===== src/logic/qit_map.vh =====
// register offsets, field positions, reset values and timing counts
// of the quad 8-bit interval timer core.
// assumes: included by bare name from the design files only.
`ifndef QIT_MAP_VH
`define QIT_MAP_VH

// ************************************************************
// register byte offsets (one aligned word each)
// ************************************************************
`define QIT_OFS_RUN        8'h00
`define QIT_OFS_MODE01     8'h04
`define QIT_OFS_MODE23     8'h08
`define QIT_OFS_TOGGLE_FF_CONTROL_REG      8'h0C
`define QIT_OFS_CMP0       8'h10
`define QIT_OFS_CMP1       8'h14
`define QIT_OFS_CMP2       8'h18
`define QIT_OFS_CMP3       8'h1C
`define QIT_OFS_DBUF       8'h20
`define QIT_OFS_COUNT      8'h24
`define QIT_OFS_STATUS     8'h28

// ************************************************************
// field positions
// ************************************************************
`define QIT_RUN_PRESC_BIT  7
`define QIT_MODE_HI        7
`define QIT_MODE_LO        6
`define QIT_CLKB_HI        3
`define QIT_CLKB_LO        2
`define QIT_CLKA_HI        1
`define QIT_CLKA_LO        0
`define QIT_TFF_FIELD_W    4

// pair mode field codes
`define QIT_MODE_8BIT      2'b00
`define QIT_MODE_16BIT     2'b01

// toggle ff software commands
`define QIT_TFF_INVERT     2'b00
`define QIT_TFF_SET        2'b01
`define QIT_TFF_CLEAR      2'b10

// ************************************************************
// reset values
// ************************************************************
`define QIT_RST_BYTE       8'h00
`define QIT_RST_WORD       32'h0000_0000

// ************************************************************
// timing counts
// ************************************************************
`define QIT_FC_DIV         4
`define QIT_PRESC_W        9

`endif


===== src/logic/qit_counter.v =====
// one 8-bit interval timer slice: up-counter, comparator, match and wrap.
// assumes: tick is a one-cycle enable on mclk; compare value is held
// stable by the register file.
`timescale 1ns/100ps
`default_nettype none

module qit_counter #(
   parameter W = 8
) (
   // clock and reset
   input  wire         mclk,
   input  wire         srst,
   // control
   input  wire         tick,          // count enable pulse
   input  wire         run,           // 0 stops and clears
   input  wire         pair_clr,      // cascade clear from the pair
   input  wire         self_clr_en,   // clear on own match
   input  wire [W-1:0] cmp,           // compare value
   // state and events
   output wire [W-1:0] cnt,           // counter value
   output wire         match,         // comparator hit, combinational
   output wire         ovf            // wrap pulse, combinational
);

   // ************************************************************
   // counter
   // ************************************************************
   reg  [W-1:0] cnt_q;                // the up-counter
   wire [W-1:0] nxt;                  // value after one count
   wire         step;                 // counting this cycle

   assign nxt   = cnt_q + {{(W-1){1'b0}}, 1'b1};
   assign step  = tick & run;
   assign ovf   = step & (&cnt_q);
   // zero compare means a full wrap interval
   assign match = step & ((cmp == {W{1'b0}}) ? (&cnt_q) : (nxt == cmp));
   assign cnt   = cnt_q;

   // count, or clear on reset, stop, cascade hit or own match
   always @(posedge mclk)
   begin
      if (srst || !run)
         cnt_q <= {W{1'b0}};
      else if (pair_clr)
         cnt_q <= {W{1'b0}};
      else if (match && self_clr_en)
         cnt_q <= {W{1'b0}};
      else if (step)
         cnt_q <= nxt;
   end

endmodule

`default_nettype wire


===== src/logic/qit_core.v =====
// quad 8-bit interval timer core with shared prescaler and avalon slave.
// assumes: one clock mclk standing for the fundamental clock, a
// synchronous active high reset, and an avalon-mm master on the bus.
//
// Summary of operation
// - four 8-bit timers, pairs cascade to 16-bit
// - four modes; pulse modes run as interval
// - pair 2/3 same, no external clock
// - each timer: counter, comparator, compare register
// - one toggle flip-flop per timer pair
// - 9-bit prescaler counts fundamental clock over four
// - taps 1,4,16,256; tap 1 every 8 clocks
// - run bit 1 counts, 0 clears and stops
// - reset clears prescaler run bit
// - timer 0/2 clock: taps 1,4,16, pin
// - 16-bit mode: upper timer clocked by overflow
// - otherwise upper timer: taps or lower match
// - mode 01 cascades; 00 with select 01 tap1
// - reset puts both pairs in 8-bit mode
// - per-timer run, stop and clear control
// - reset clears and stops all counters
// - match clears counter and raises interrupt
// - compare zero matches on counter overflow
// - enabled toggle flop inverts on match
//
// Added by the designer: the register offsets and the Avalon-MM register port.
`timescale 1ns/100ps
`default_nettype none
`include "qit_map.vh"

module qit_core #(
   parameter W = 8,                   // timer width
   parameter N = 4                    // number of timers
) (
   // clock and reset
   input  wire          mclk,
   input  wire          srst,
   // avalon-mm slave
   input  wire [7:0]    avs_address,
   input  wire          avs_read,
   input  wire          avs_write,
   input  wire [31:0]   avs_writedata,
   input  wire [3:0]    avs_byteenable,
   output wire          avs_waitrequest,
   output wire [31:0]   avs_readdata,
   // pins
   input  wire          ext_count_input_pin,
   output wire          toggle_ff_pair01,
   output wire          toggle_ff_pair23,
   // match interrupts, one-cycle pulses
   output wire [N-1:0]  timer_match_irq,
   // prescaler taps for the other timers and baud generators
   output wire          prescale_tap_1,
   output wire          prescale_tap_4,
   output wire          prescale_tap_16,
   output wire          prescale_tap_256
);

   // ************************************************************
   // bus slave
   // ************************************************************
   reg          ack_q;                // answer cycle of an access
   reg  [31:0]  rdata_q;              // registered read data
   wire         req;                  // request pending
   wire         wr_en;                // write takes effect now
   wire [7:0]   wr_byte;              // low byte lane

   assign req             = avs_read | avs_write;
   // every access waits exactly one cycle
   assign avs_waitrequest = req & ~ack_q;
   assign wr_en           = avs_write & ack_q & avs_byteenable[0];
   assign wr_byte         = avs_writedata[7:0];
   assign avs_readdata    = rdata_q;

   // one wait state; the edge after lowers waitrequest
   always @(posedge mclk)
   begin
      if (srst)
         ack_q <= 1'b0;
      else
         ack_q <= req & ~ack_q;
   end

   // decode a write to one register
   function wr_hit;
      input [7:0] adr;
      input [7:0] ofs;
      begin
         wr_hit = (adr[7:2] == ofs[7:2]);
      end
   endfunction

   // ************************************************************
   // software registers
   // ************************************************************
   reg  [7:0]   run_q;                // timer_run_control
   reg  [7:0]   mode01_q;             // pair01_mode_reg
   reg  [7:0]   mode23_q;             // pair23_mode_reg
   reg  [7:0]   toggle_ff_control_reg_q;              // toggle_ff_control_reg
   reg  [7:0]   dbuf_q;               // compare_double_buffer_ctrl
   reg  [W-1:0] cmp_q [0:N-1];        // compare value registers
   wire         presc_run;            // prescaler_run_bit

   assign presc_run = run_q[`QIT_RUN_PRESC_BIT];

   // control register writes; reset gives 8-bit mode, all stopped
   always @(posedge mclk)
   begin
      if (srst)
      begin
         run_q    <= `QIT_RST_BYTE;
         mode01_q <= `QIT_RST_BYTE;
         mode23_q <= `QIT_RST_BYTE;
         toggle_ff_control_reg_q  <= `QIT_RST_BYTE;
         dbuf_q   <= `QIT_RST_BYTE;
      end
      else if (wr_en)
      begin
         if (wr_hit(avs_address, `QIT_OFS_RUN))
            run_q <= wr_byte;
         if (wr_hit(avs_address, `QIT_OFS_MODE01))
            mode01_q <= wr_byte;
         if (wr_hit(avs_address, `QIT_OFS_MODE23))
            mode23_q <= wr_byte;
         if (wr_hit(avs_address, `QIT_OFS_TOGGLE_FF_CONTROL_REG))
            toggle_ff_control_reg_q <= wr_byte;
         if (wr_hit(avs_address, `QIT_OFS_DBUF))
            dbuf_q <= wr_byte;        // stored only, no buffering here
      end
   end

   // compare registers, one per timer
   genvar gi;
   generate
      for (gi = 0; gi < N; gi = gi + 1)
      begin : g_cmp
         always @(posedge mclk)
         begin
            if (srst)
               cmp_q[gi] <= {W{1'b0}};
            else if (wr_en && (avs_address[7:2] == (`QIT_OFS_CMP0 >> 2) + gi))
               cmp_q[gi] <= wr_byte[W-1:0];
         end
      end
   endgenerate

   // ************************************************************
   // prescaler
   // ************************************************************
   reg  [1:0]              div_q;     // fundamental clock over four
   reg  [`QIT_PRESC_W-1:0] presc_q;   // 9-bit prescaler
   reg  [3:0]              tap_q;     // registered tap pulses
   wire                    fc4_tick;  // one pulse per four clocks

   assign fc4_tick = (div_q == (`QIT_FC_DIV - 1));

   // divider and prescaler; stopping clears both
   always @(posedge mclk)
   begin
      if (srst || !presc_run)
      begin
         div_q   <= 2'b00;
         presc_q <= {`QIT_PRESC_W{1'b0}};
         tap_q   <= 4'h0;
      end
      else
      begin
         div_q <= div_q + 2'b01;
         if (fc4_tick)
            presc_q <= presc_q + 9'h001;
         // a tap fires when its lower bits carry out
         tap_q[0] <= fc4_tick & (&presc_q[0]);   // every 8 clocks
         tap_q[1] <= fc4_tick & (&presc_q[2:0]); // every 32 clocks
         tap_q[2] <= fc4_tick & (&presc_q[4:0]); // every 128 clocks
         tap_q[3] <= fc4_tick & (&presc_q[8:0]); // every 2048 clocks
      end
   end

   assign prescale_tap_1   = tap_q[0];
   assign prescale_tap_4   = tap_q[1];
   assign prescale_tap_16  = tap_q[2];
   assign prescale_tap_256 = tap_q[3];

   // ************************************************************
   // external count pin
   // ************************************************************
   reg  [2:0]   pin_q;                // two-flop sync plus edge history
   wire         pin_rise;             // rising edge on the pin

   // only the second and third flops feed the edge detector
   always @(posedge mclk)
   begin
      if (srst)
         pin_q <= 3'b000;
      else
         pin_q <= {pin_q[1:0], ext_count_input_pin};
   end

   assign pin_rise = pin_q[1] & ~pin_q[2];

   // ************************************************************
   // clock selection
   // ************************************************************
   // lower timer: 00 pin (timer 0 only, timer 2 stays still), 01 tap 1, 10 tap 4, 11 tap 16
   function lo_src;
      input [1:0] sel;
      input       pin_ok;
      begin
         case (sel)
            2'b00:   lo_src = pin_ok & pin_rise;
            2'b01:   lo_src = tap_q[0];
            2'b10:   lo_src = tap_q[1];
            default: lo_src = tap_q[2];
         endcase
      end
   endfunction

   // upper timer: 00 lower match, 01 tap 1, 10 tap 16, 11 tap 256
   function hi_src;
      input [1:0] sel;
      input       lo_match;
      begin
         case (sel)
            2'b00:   hi_src = lo_match;
            2'b01:   hi_src = tap_q[0];
            2'b10:   hi_src = tap_q[2];
            default: hi_src = tap_q[3];
         endcase
      end
   endfunction

   // ************************************************************
   // timers, two pairs
   // ************************************************************
   wire [W-1:0] cnt   [0:N-1];        // counter values
   wire [N-1:0] match;                // comparator hits
   wire [N-1:0] ovf;                  // wrap pulses
   wire [N-1:0] tick;                 // selected count enables
   wire [1:0]   casc;                 // pair in 16-bit mode
   wire [1:0]   pair_hit;             // 16-bit compare hit
   wire [N-1:0] irq_d;                // interrupt events
   reg  [N-1:0] irq_q;                // registered interrupt pulses
   reg  [1:0]   tff_q;                // toggle flops, one per pair

   generate
      for (gi = 0; gi < 2; gi = gi + 1)
      begin : g_pair
         wire [7:0]     mode;         // this pair's mode register
         wire [2*W-1:0] cnt16;        // cascaded count
         wire [2*W-1:0] cmp16;        // cascaded compare value
         wire [2*W-1:0] nxt16;        // cascaded count plus one
         wire [3:0]     tctl;         // this pair's toggle control
         wire           tsrc;         // match that drives the toggle
         wire           cmd_wr;       // software toggle command

         assign mode     = (gi == 0) ? mode01_q : mode23_q;
         assign casc[gi] = (mode[`QIT_MODE_HI:`QIT_MODE_LO] == `QIT_MODE_16BIT);
         assign cnt16    = {cnt[2*gi+1], cnt[2*gi]};
         assign cmp16    = {cmp_q[2*gi+1], cmp_q[2*gi]};
         assign nxt16    = cnt16 + {{(2*W-1){1'b0}}, 1'b1};
         // whole 16-bit value must match; zero compare waits for full wrap
         assign pair_hit[gi] = casc[gi] & tick[2*gi] & run_q[2*gi] &
                               ((cmp16 == {(2*W){1'b0}}) ? (&cnt16) : (nxt16 == cmp16));

         assign tick[2*gi]   = lo_src(mode[`QIT_CLKA_HI:`QIT_CLKA_LO], gi == 0);
         // cascade overrides the upper timer's own selection
         assign tick[2*gi+1] = casc[gi] ? ovf[2*gi] :
                               hi_src(mode[`QIT_CLKB_HI:`QIT_CLKB_LO], match[2*gi]);

         // lower timer raises no interrupt while cascaded
         assign irq_d[2*gi]   = match[2*gi] & ~casc[gi];
         assign irq_d[2*gi+1] = casc[gi] ? pair_hit[gi] : match[2*gi+1];

         // bits 1:0 command, bit 2 source upper timer, bit 3 invert enable
         assign tctl   = toggle_ff_control_reg_q[gi*`QIT_TFF_FIELD_W +: `QIT_TFF_FIELD_W];
         assign tsrc   = tctl[2] ? irq_d[2*gi+1] : irq_d[2*gi];
         assign cmd_wr = wr_en & wr_hit(avs_address, `QIT_OFS_TOGGLE_FF_CONTROL_REG);

         // software command wins over a same-cycle match
         always @(posedge mclk)
         begin
            if (srst)
               tff_q[gi] <= 1'b0;
            else if (cmd_wr)
            begin
               case (wr_byte[gi*`QIT_TFF_FIELD_W +: 2])
                  `QIT_TFF_INVERT: tff_q[gi] <= ~tff_q[gi];
                  `QIT_TFF_SET:    tff_q[gi] <= 1'b1;
                  `QIT_TFF_CLEAR:  tff_q[gi] <= 1'b0;
                  default:         tff_q[gi] <= tff_q[gi]; // no change
               endcase
            end
            else if (tctl[3] && tsrc)
               tff_q[gi] <= ~tff_q[gi];
         end

         // lower and upper slices of the pair
         qit_counter #(
            .W           (W)
         ) u_lo (
            .mclk        (mclk),
            .srst        (srst),
            .tick        (tick[2*gi]),
            .run         (run_q[2*gi]),
            .pair_clr    (pair_hit[gi]),
            .self_clr_en (~casc[gi]),
            .cmp         (cmp_q[2*gi]),
            .cnt         (cnt[2*gi]),
            .match       (match[2*gi]),
            .ovf         (ovf[2*gi])
         );
         qit_counter #(
            .W           (W)
         ) u_hi (
            .mclk        (mclk),
            .srst        (srst),
            .tick        (tick[2*gi+1]),
            .run         (run_q[2*gi+1]),
            .pair_clr    (pair_hit[gi]),
            .self_clr_en (~casc[gi]),
            .cmp         (cmp_q[2*gi+1]),
            .cnt         (cnt[2*gi+1]),
            .match       (match[2*gi+1]),
            .ovf         (ovf[2*gi+1])
         );
      end
   endgenerate

   // interrupts leave as registered one-cycle pulses
   always @(posedge mclk)
   begin
      if (srst)
         irq_q <= {N{1'b0}};
      else
         irq_q <= irq_d;
   end

   assign timer_match_irq  = irq_q;
   assign toggle_ff_pair01 = tff_q[0];
   assign toggle_ff_pair23 = tff_q[1];

   // ************************************************************
   // read mux
   // ************************************************************
   reg  [31:0]  rd_d;                 // selected read word

   // unmapped offsets read zero
   always @*
   begin
      rd_d = `QIT_RST_WORD;
      case (avs_address[7:2])
         `QIT_OFS_RUN    >> 2: rd_d[7:0] = run_q;
         `QIT_OFS_MODE01 >> 2: rd_d[7:0] = mode01_q;
         `QIT_OFS_MODE23 >> 2: rd_d[7:0] = mode23_q;
         `QIT_OFS_TOGGLE_FF_CONTROL_REG  >> 2: rd_d[7:0] = toggle_ff_control_reg_q;
         `QIT_OFS_CMP0   >> 2: rd_d[W-1:0] = cmp_q[0];
         `QIT_OFS_CMP1   >> 2: rd_d[W-1:0] = cmp_q[1];
         `QIT_OFS_CMP2   >> 2: rd_d[W-1:0] = cmp_q[2];
         `QIT_OFS_CMP3   >> 2: rd_d[W-1:0] = cmp_q[3];
         `QIT_OFS_DBUF   >> 2: rd_d[7:0] = dbuf_q;
         `QIT_OFS_COUNT  >> 2: rd_d = {cnt[3], cnt[2], cnt[1], cnt[0]};
         `QIT_OFS_STATUS >> 2: rd_d[10:0] = {tff_q, presc_q};
         default:              rd_d = `QIT_RST_WORD;
      endcase
   end

   // read data captured in the wait cycle, stands at the answer edge
   always @(posedge mclk)
   begin
      if (srst)
         rdata_q <= `QIT_RST_WORD;
      else if (avs_read && !ack_q)
         rdata_q <= rd_d;
   end

endmodule

`default_nettype wire


===== config.mk =====
export PLATFORM = sky130hd
export DESIGN_NAME = qit_core
export DESIGN_NICKNAME = d
export VERILOG_FILES = /design/src/logic/qit_counter.v /design/src/logic/qit_core.v
export VERILOG_INCLUDE_DIRS = /design/src /design/src/logic
export SDC_FILE = /design/constraint.sdc
export NUM_CORES = 1
export LEC_CHECK = 0
export ABC_AREA = 1
export ABC_CLOCK_PERIOD_IN_PS = 2710
export BUFFER_PORTS_ARGS = -buffer_cell sky130_fd_sc_hd__buf_2
export CAP_MARGIN = 20
export CORE_ASPECT_RATIO = 1.75
export CORE_UTILIZATION = 55
export CTS_BUF_LIST = sky130_fd_sc_hd__clkbuf_8
export DETAILED_ROUTE_END_ITERATION = 10
export PLACE_DENSITY = 0.8
export SLEW_MARGIN = 10
export SYNTH_ARGS = -nofsm -noshare
export SYNTH_HDL_FRONTEND = slang
export SYNTH_SLANG_ARGS = --single-unit

===== constraint.sdc =====
create_clock -name mclk -period 2.71 [get_ports mclk]
set_clock_uncertainty 0.05 [all_clocks]
set_input_delay 0 -clock mclk [delete_from_list [all_inputs] [get_ports mclk]]
set_output_delay 0 -clock mclk [all_outputs]
set_load 0.01 [all_outputs]

# == After elaboration in Yosys (flattened, before gate mapping) ==
# Memories as Yosys holds them, arrays and structs flattened.
# Index checks and enable logic that the tools add are counted.
# Widths: inputs -> output; s select.
# word_totals
n_memories,1
mem_bits_rw,32
regBits,129
out_inout_bits,43
# classes
bitwise_logic,38
reduce_logical,57
n_eq_ne,33
muxes,43
addsub,8
# mem_list
memory,words,width,read_ports,rd_clocked_by_memory_dff,wr,line,rtl
cmp_q,4,8,4,0,4,qit_core.v:101,reg [W-1:0] cmp_q [0:N-1];
# op_table
cell,n
$pmux 8 s11,1
$add 16x1->16 const B,2
$add 8x1->8 const B,4
$eq 16x16->1,2
$eq 8x8->1,4
$logic_not 16->1,2
$logic_not 8->1,4
$mux 8,4
$reduce_and 16->1,2
$reduce_and 8->1,4
$mux 1,30
$and 1x1->1,27
$eq 6x3->1 const B,4
$mux 21,1
$eq 6x4->1 const B,3
$pmux 1 s3,6
$eq 2x1->1 const B,8
$eq 2x2->1 const B,7
$reduce_and 2->1,7
$eq 6x2->1 const B,2
$logic_not 2->1,6
$reduce_or 3->1,4
$logic_and 1x1->1,11
$add 9x1->9 const B,1
13 further kinds,33

# == Longest topological paths before layout ==
# depth
word_depth,14
depth_mapped,20
ltp_nobuf,20

# == Hierarchy ==
# A second synthesis with hierarchy kept.
# unflattened
cells_unflattened,1394
area_unflattened_um2,9678.0
# by_module_without_submodules
module,cells_per_inst,n_inst,area_each_um2
qit_core,930,1,6895.4
qit_counter,116,4,695.7

# == Least setup slack after synthesis ==
# OpenSTA, ideal clock, no wires.
# synth_path
kind,reg-to-reg
from,register g_pair[0].u_lo.cnt_q[0]
to,register g_pair[0].u_hi.cnt_q[7]
arrival_time_ns,1.978
stages_incl_launch_ff,20
setup_time_ns,0.063
t_required_ns,2.597
path_slack_ns,0.619
path_buffers,1
path_cell_list,dfxtp_1 > ha_1 > nand2_1 > o21ai_1 > nand2_1 > nand2_1 > nand2_1 > nor2_1 > nand3_1 > nand2_1 > nand3_1 > nand2_1 > nand2_1 > nand2_2 > nand2_2 > buf_6 > nor2_4 > xor2_1 > inv_1 > nor2_2
# synth_via
elab_chain_len,10
word_cells_on_any_way,17
# synth_rtl
item,line,rtl
"start, declared",qit_counter.v:28,reg [W-1:0] cnt_q;
"start signal, assigned",qit_counter.v:43,cnt_q <= {W{1'b0}};
"start signal, assigned",qit_counter.v:45,cnt_q <= {W{1'b0}};
"start signal, assigned",qit_counter.v:47,cnt_q <= {W{1'b0}};
$add 8x1->8,qit_counter.v:32,"assign nxt = cnt_q + {{(W-1){1'b0}}, 1'b1};"
$eq 8x8->1,qit_counter.v:36,assign match = step & ((cmp == {W{1'b0}}) ? (&cnt_q) : (nxt == cmp));
$mux 1,qit_counter.v:36,
$and 1x1->1,qit_counter.v:36,
$pmux 1 s3,qit_core.v:223,case (sel)
$mux 1,qit_core.v:267,assign tick[2*gi+1] = casc[gi] ? ovf[2*gi] :
$and 1x1->1,qit_counter.v:33,assign step = tick & run;
$and 1x1->1,qit_counter.v:36,
$logic_and 1x1->1,qit_counter.v:46,else if (match && self_clr_en)
$reduce_or 3->1 (no line),--,
"end signal, assigned",qit_counter.v:45,
"end signal, assigned",qit_counter.v:47,
"end signal, assigned",qit_counter.v:49,cnt_q <= nxt;
"end, declared",qit_counter.v:28,
# Several ways; a longest one is shown, not always the timed one.
# A chain may end at the register's enable or synchronous reset.

# == Worst setup path after layout ==
# layout_path
from,register g_pair[1].u_lo.cnt_q[1]
to,register g_pair[1].u_lo.cnt_q[5]
# layout_via
elab_chain_len,6
word_cells_on_any_way,12
# layout_rtl
item,line
"start, declared",qit_counter.v:28
"start signal, assigned",qit_counter.v:43
"start signal, assigned",qit_counter.v:45
"start signal, assigned",qit_counter.v:47
"parallel branches: the longest is 6 deep, another holds $add 16x1->16",--
# Parallel ways; which one is timed is not known.

==> flow_summary.yaml <==
status:
  status: "completed"
global_route:
  grt_use_total_pct: 31.6
  grt_first_pass_wirelength_um: 38300
  first_global_vias: 7724
  use_met3_pct: 5.31
  grt-busiest-layer: "met2"
  use_met1_pct: 35.5
  antenna_found_initial: 0
  gr-total-overflow: 0
  grt_max_degree: 34
  met2_usage_pct: 53.3
worst_setup_path:
  r2r-end: "g_pair[1].u_lo.cnt[5]"
  path_class: "reg2reg"
  start_kind: "flop"
  arrival_ps: 2800
  reg2reg_slack_ps: 240
  path_cells: "ha_2, nand2_2, nor2_4, nand3_2, inv_2, nand2_1, or2_0, nand3_1, nor3_2, nand3b_1, nand2_1, nand2_2, nand4_2, a211oi_1"
  cpLargestDelayFamily: "simple AND/OR/NAND/NOR gates"
  timing.rr.start: "g_pair[1].u_lo.cnt[1]"
  startpoint: "g_pair[1].u_lo.cnt[1]"
  setup.worst_path.end: "g_pair[1].u_lo.cnt[5]"
  critPathSlowestCell: "dfxtp_2"
  slowest_delay_ps: 390
  crit_cells: 14
  crit_buf_inv: 1
  reg2reg_depth: 14
  crit_fanout: 8
  worst_setup_path_end_kind: "flop"
  crit_required_ps: 3040
floorplan:
  start_util_pct: 56.7
  dieArea_um2: 15900
  fp.dieW_um: 95.7
  die_h_um: 166
  ios: 92
  core_um2: 14900
  num_rows: 59
sta:
  whs_ps: 87.0
  finalSetupViolCount: 0
  fin_crit_ps: 2470
  fin_ws_ps: 236
  rsz0062_at_grt: "false"
  slew_headroom_pct: 39.9
  hold_violations: 0
  tns_ps: 0
  max_freq_mhz: 404
  worstMarginPinSlew_ps: 898
  fin_crit_sh_pct: 91.3
  finalMaxSlewViolations: 0
clocking:
  cts_buffers: 17
  cts_root_buf: "clkbuf_8"
  insertion_delay_ps: 470
  clk_pin_slew_ps: 90
  clock_sinks: 161
  post_cts.repair.setup_buffers: 0
  htreeDepth: 4
  cts_tree: "done"
  cts.path.max_buffers: 2
synthesis:
  synth-edff-count: 32
  syn_inst: 1158
  synth_ff_type: "dfxtp_1"
  synth_nets: 1221
  syn_area_um2: 8450
  ys_warn_count: 0
  async_flop_share_pct: 0
  synth_seq_cells: 161
  postSynthAreaPerCell_um2: 7.30
  ys_types: 41
  synth_seq_area_share_pct: 41.9
min_path:
  hold_path_class: "in2reg"
routing:
  drc: 0
  routed_via_density: 5.85
  wirelength_um: 24400
  dr.pass1.iters: 5
  antenna_left: 0
  wl_per_cell_um: 16.9
  vias: 8457
  first_iter_violations: 684
cells_and_area:
  fin_cells: 1445
  fin_area_um2: 9650
  area_growth_pct: 14.2
  seq_area_um2: 3550
  antenna_cells: 0
  final_cell_mix: "nand2_1, nor2_1, dfxtp_1"
  final_nets: 1312
  nFillCells: 1372
  final_core_util_pct: 64.7
  layout_commonest_cell: "nand2_1"
  drive_gt1_share_pct: 13.9
  multiInputGateArea_um2: 4300
power_and_ir_drop:
  power.density_nw_per_um2: 476
  finalPower_mw: 4.59
  irDropWorstVdd_mv: 0.309
  leakage_nw: 3.90
placement:
  dp.final_hpwl_um: 18200
  gp_congestion: 1.02
  place_ws_ps: 184
  dpl_cell_area_um2: 9070
  io_buffers: 62
  placed_cells: 1398
flow_run:
  maxCapViolations: 0
kinds of logic after synthesis:
kind of cell / Yosys count / synth area share (%)
flip-flops: 161 / 41.9
XOR/XNOR: 42 / 4.52
multiplexers: 1 / 0.133
AO/OA/AOI/OAI: 257 / 17.0
AND/OR/NAND/NOR: 515 / 26.6
adder cells (fa/ha/maj): 14 / 2.07
buffers and inverters: 168 / 7.74
worst min-delay path by stage:
| stage | from | end | slack, ps | depth (start not counted) |
|---|---|---|---|---|
| 2_1_floorplan | ext_count_input_pin | pin_q[0] | 60 | 2 |
| 3_3_place_gp | ext_count_input_pin | pin_q[0] | 150 | 3 |
| 3_5_place_dp | ext_count_input_pin | pin_q[0] | 160 | 3 |
| 4_1_cts | avs_read | avs_readdata[31] | 90 | 5 |
| 5_1_grt | avs_read | avs_readdata[25] | 100 | 5 |
| 6_report | avs_read | avs_readdata[5] | 90 | 6 |
final cells by class:
class	count	area share (%)
sequential	161	36.8
timing repair buffer	107	7.10
multi-input combinational	829	44.5
inverter	133	5.17
clock buffer	17	2.42
tap	183	2.37
clock inverter	15	1.65
power by group:
group          internal (mW)  switching [mW]  leakage [nW]  total (mW)
registers               2.48          0.0383          1.38        2.52
clock network          0.772            1.02         0.201        1.79
logic                  0.103           0.183          2.32       0.287
timing repair:
action,in CTS,in global routing
hold buffers,15,0
setup endpoints to repair,0,32
hold endpoints to repair,72,0
resized for setup,0,12
sequential cells by signal, summed over array words and instances (netlist names):
register / flops
div_q: 2
ack_q: 1
run_q: 8
g_pair.mode: 16
g_pair.u_lo.cnt: 16
timer_match_irq: 4
toggle_ff_pair01: 1
dbuf_q: 8
cmp_q: 32
pin_q: 3
g_pair.u_hi.cnt: 16
tap_q: 4
toggle_ff_control_reg_q: 8
presc_q: 9
toggle_ff_pair23: 1
avs_readdata: 32
synth_stat cells (6+ instances only):
| cell type | n | area, µm² |
|---|---|---|
| a211oi_1 | 12 | 90.1 |
| clkbuf_1 | 26 | 97.6 |
| ha_1 | 14 | 175 |
| xor2_1 | 32 | 280 |
| inv_1 | 118 | 443 |
| edfxtp_1 | 32 | 961 |
| o21ai_0 | 100 | 500 |
| nand3_1 | 84 | 420 |
| xnor2_1 | 9 | 78.8 |
| inv_2 | 10 | 37.5 |
| nor3_1 | 10 | 50.1 |
| nand2_1 | 219 | 822 |
| a221oi_1 | 15 | 131 |
| o22ai_1 | 10 | 62.6 |
| nor2_1 | 146 | 548 |
| nor4_1 | 11 | 68.8 |
| nand4_1 | 13 | 81.3 |
| a21oi_1 | 97 | 485 |
| dfxtp_1 | 129 | 2580 |
| nand2_2 | 6 | 37.5 |
metal layers:
metal / share of wire [%] / vias up / wire length [µm]
li1: - / 4064 / -
met1: 37 / 3882 / 8910
met2: 49 / 403 / 12000
met3: 6.4 / 108 / 1560
met4: 7.5 / 0 / 1840
met5: 0 / - / 0
worst reg2reg max path, stage by stage (launching register included):
cell and delay, ps:
dfxtp_2 390, ha_2 210, nand2_2 100, nor2_4 140
nand3_2 150, inv_2 150, nand2_1 80, or2_0 200
nand3_1 100, nor3_2 60, nand3b_1 80, nand2_1 60
nand2_2 120, nand4_2 230, a211oi_1 260
No activity file was read; power rests on OpenSTA's default activity.
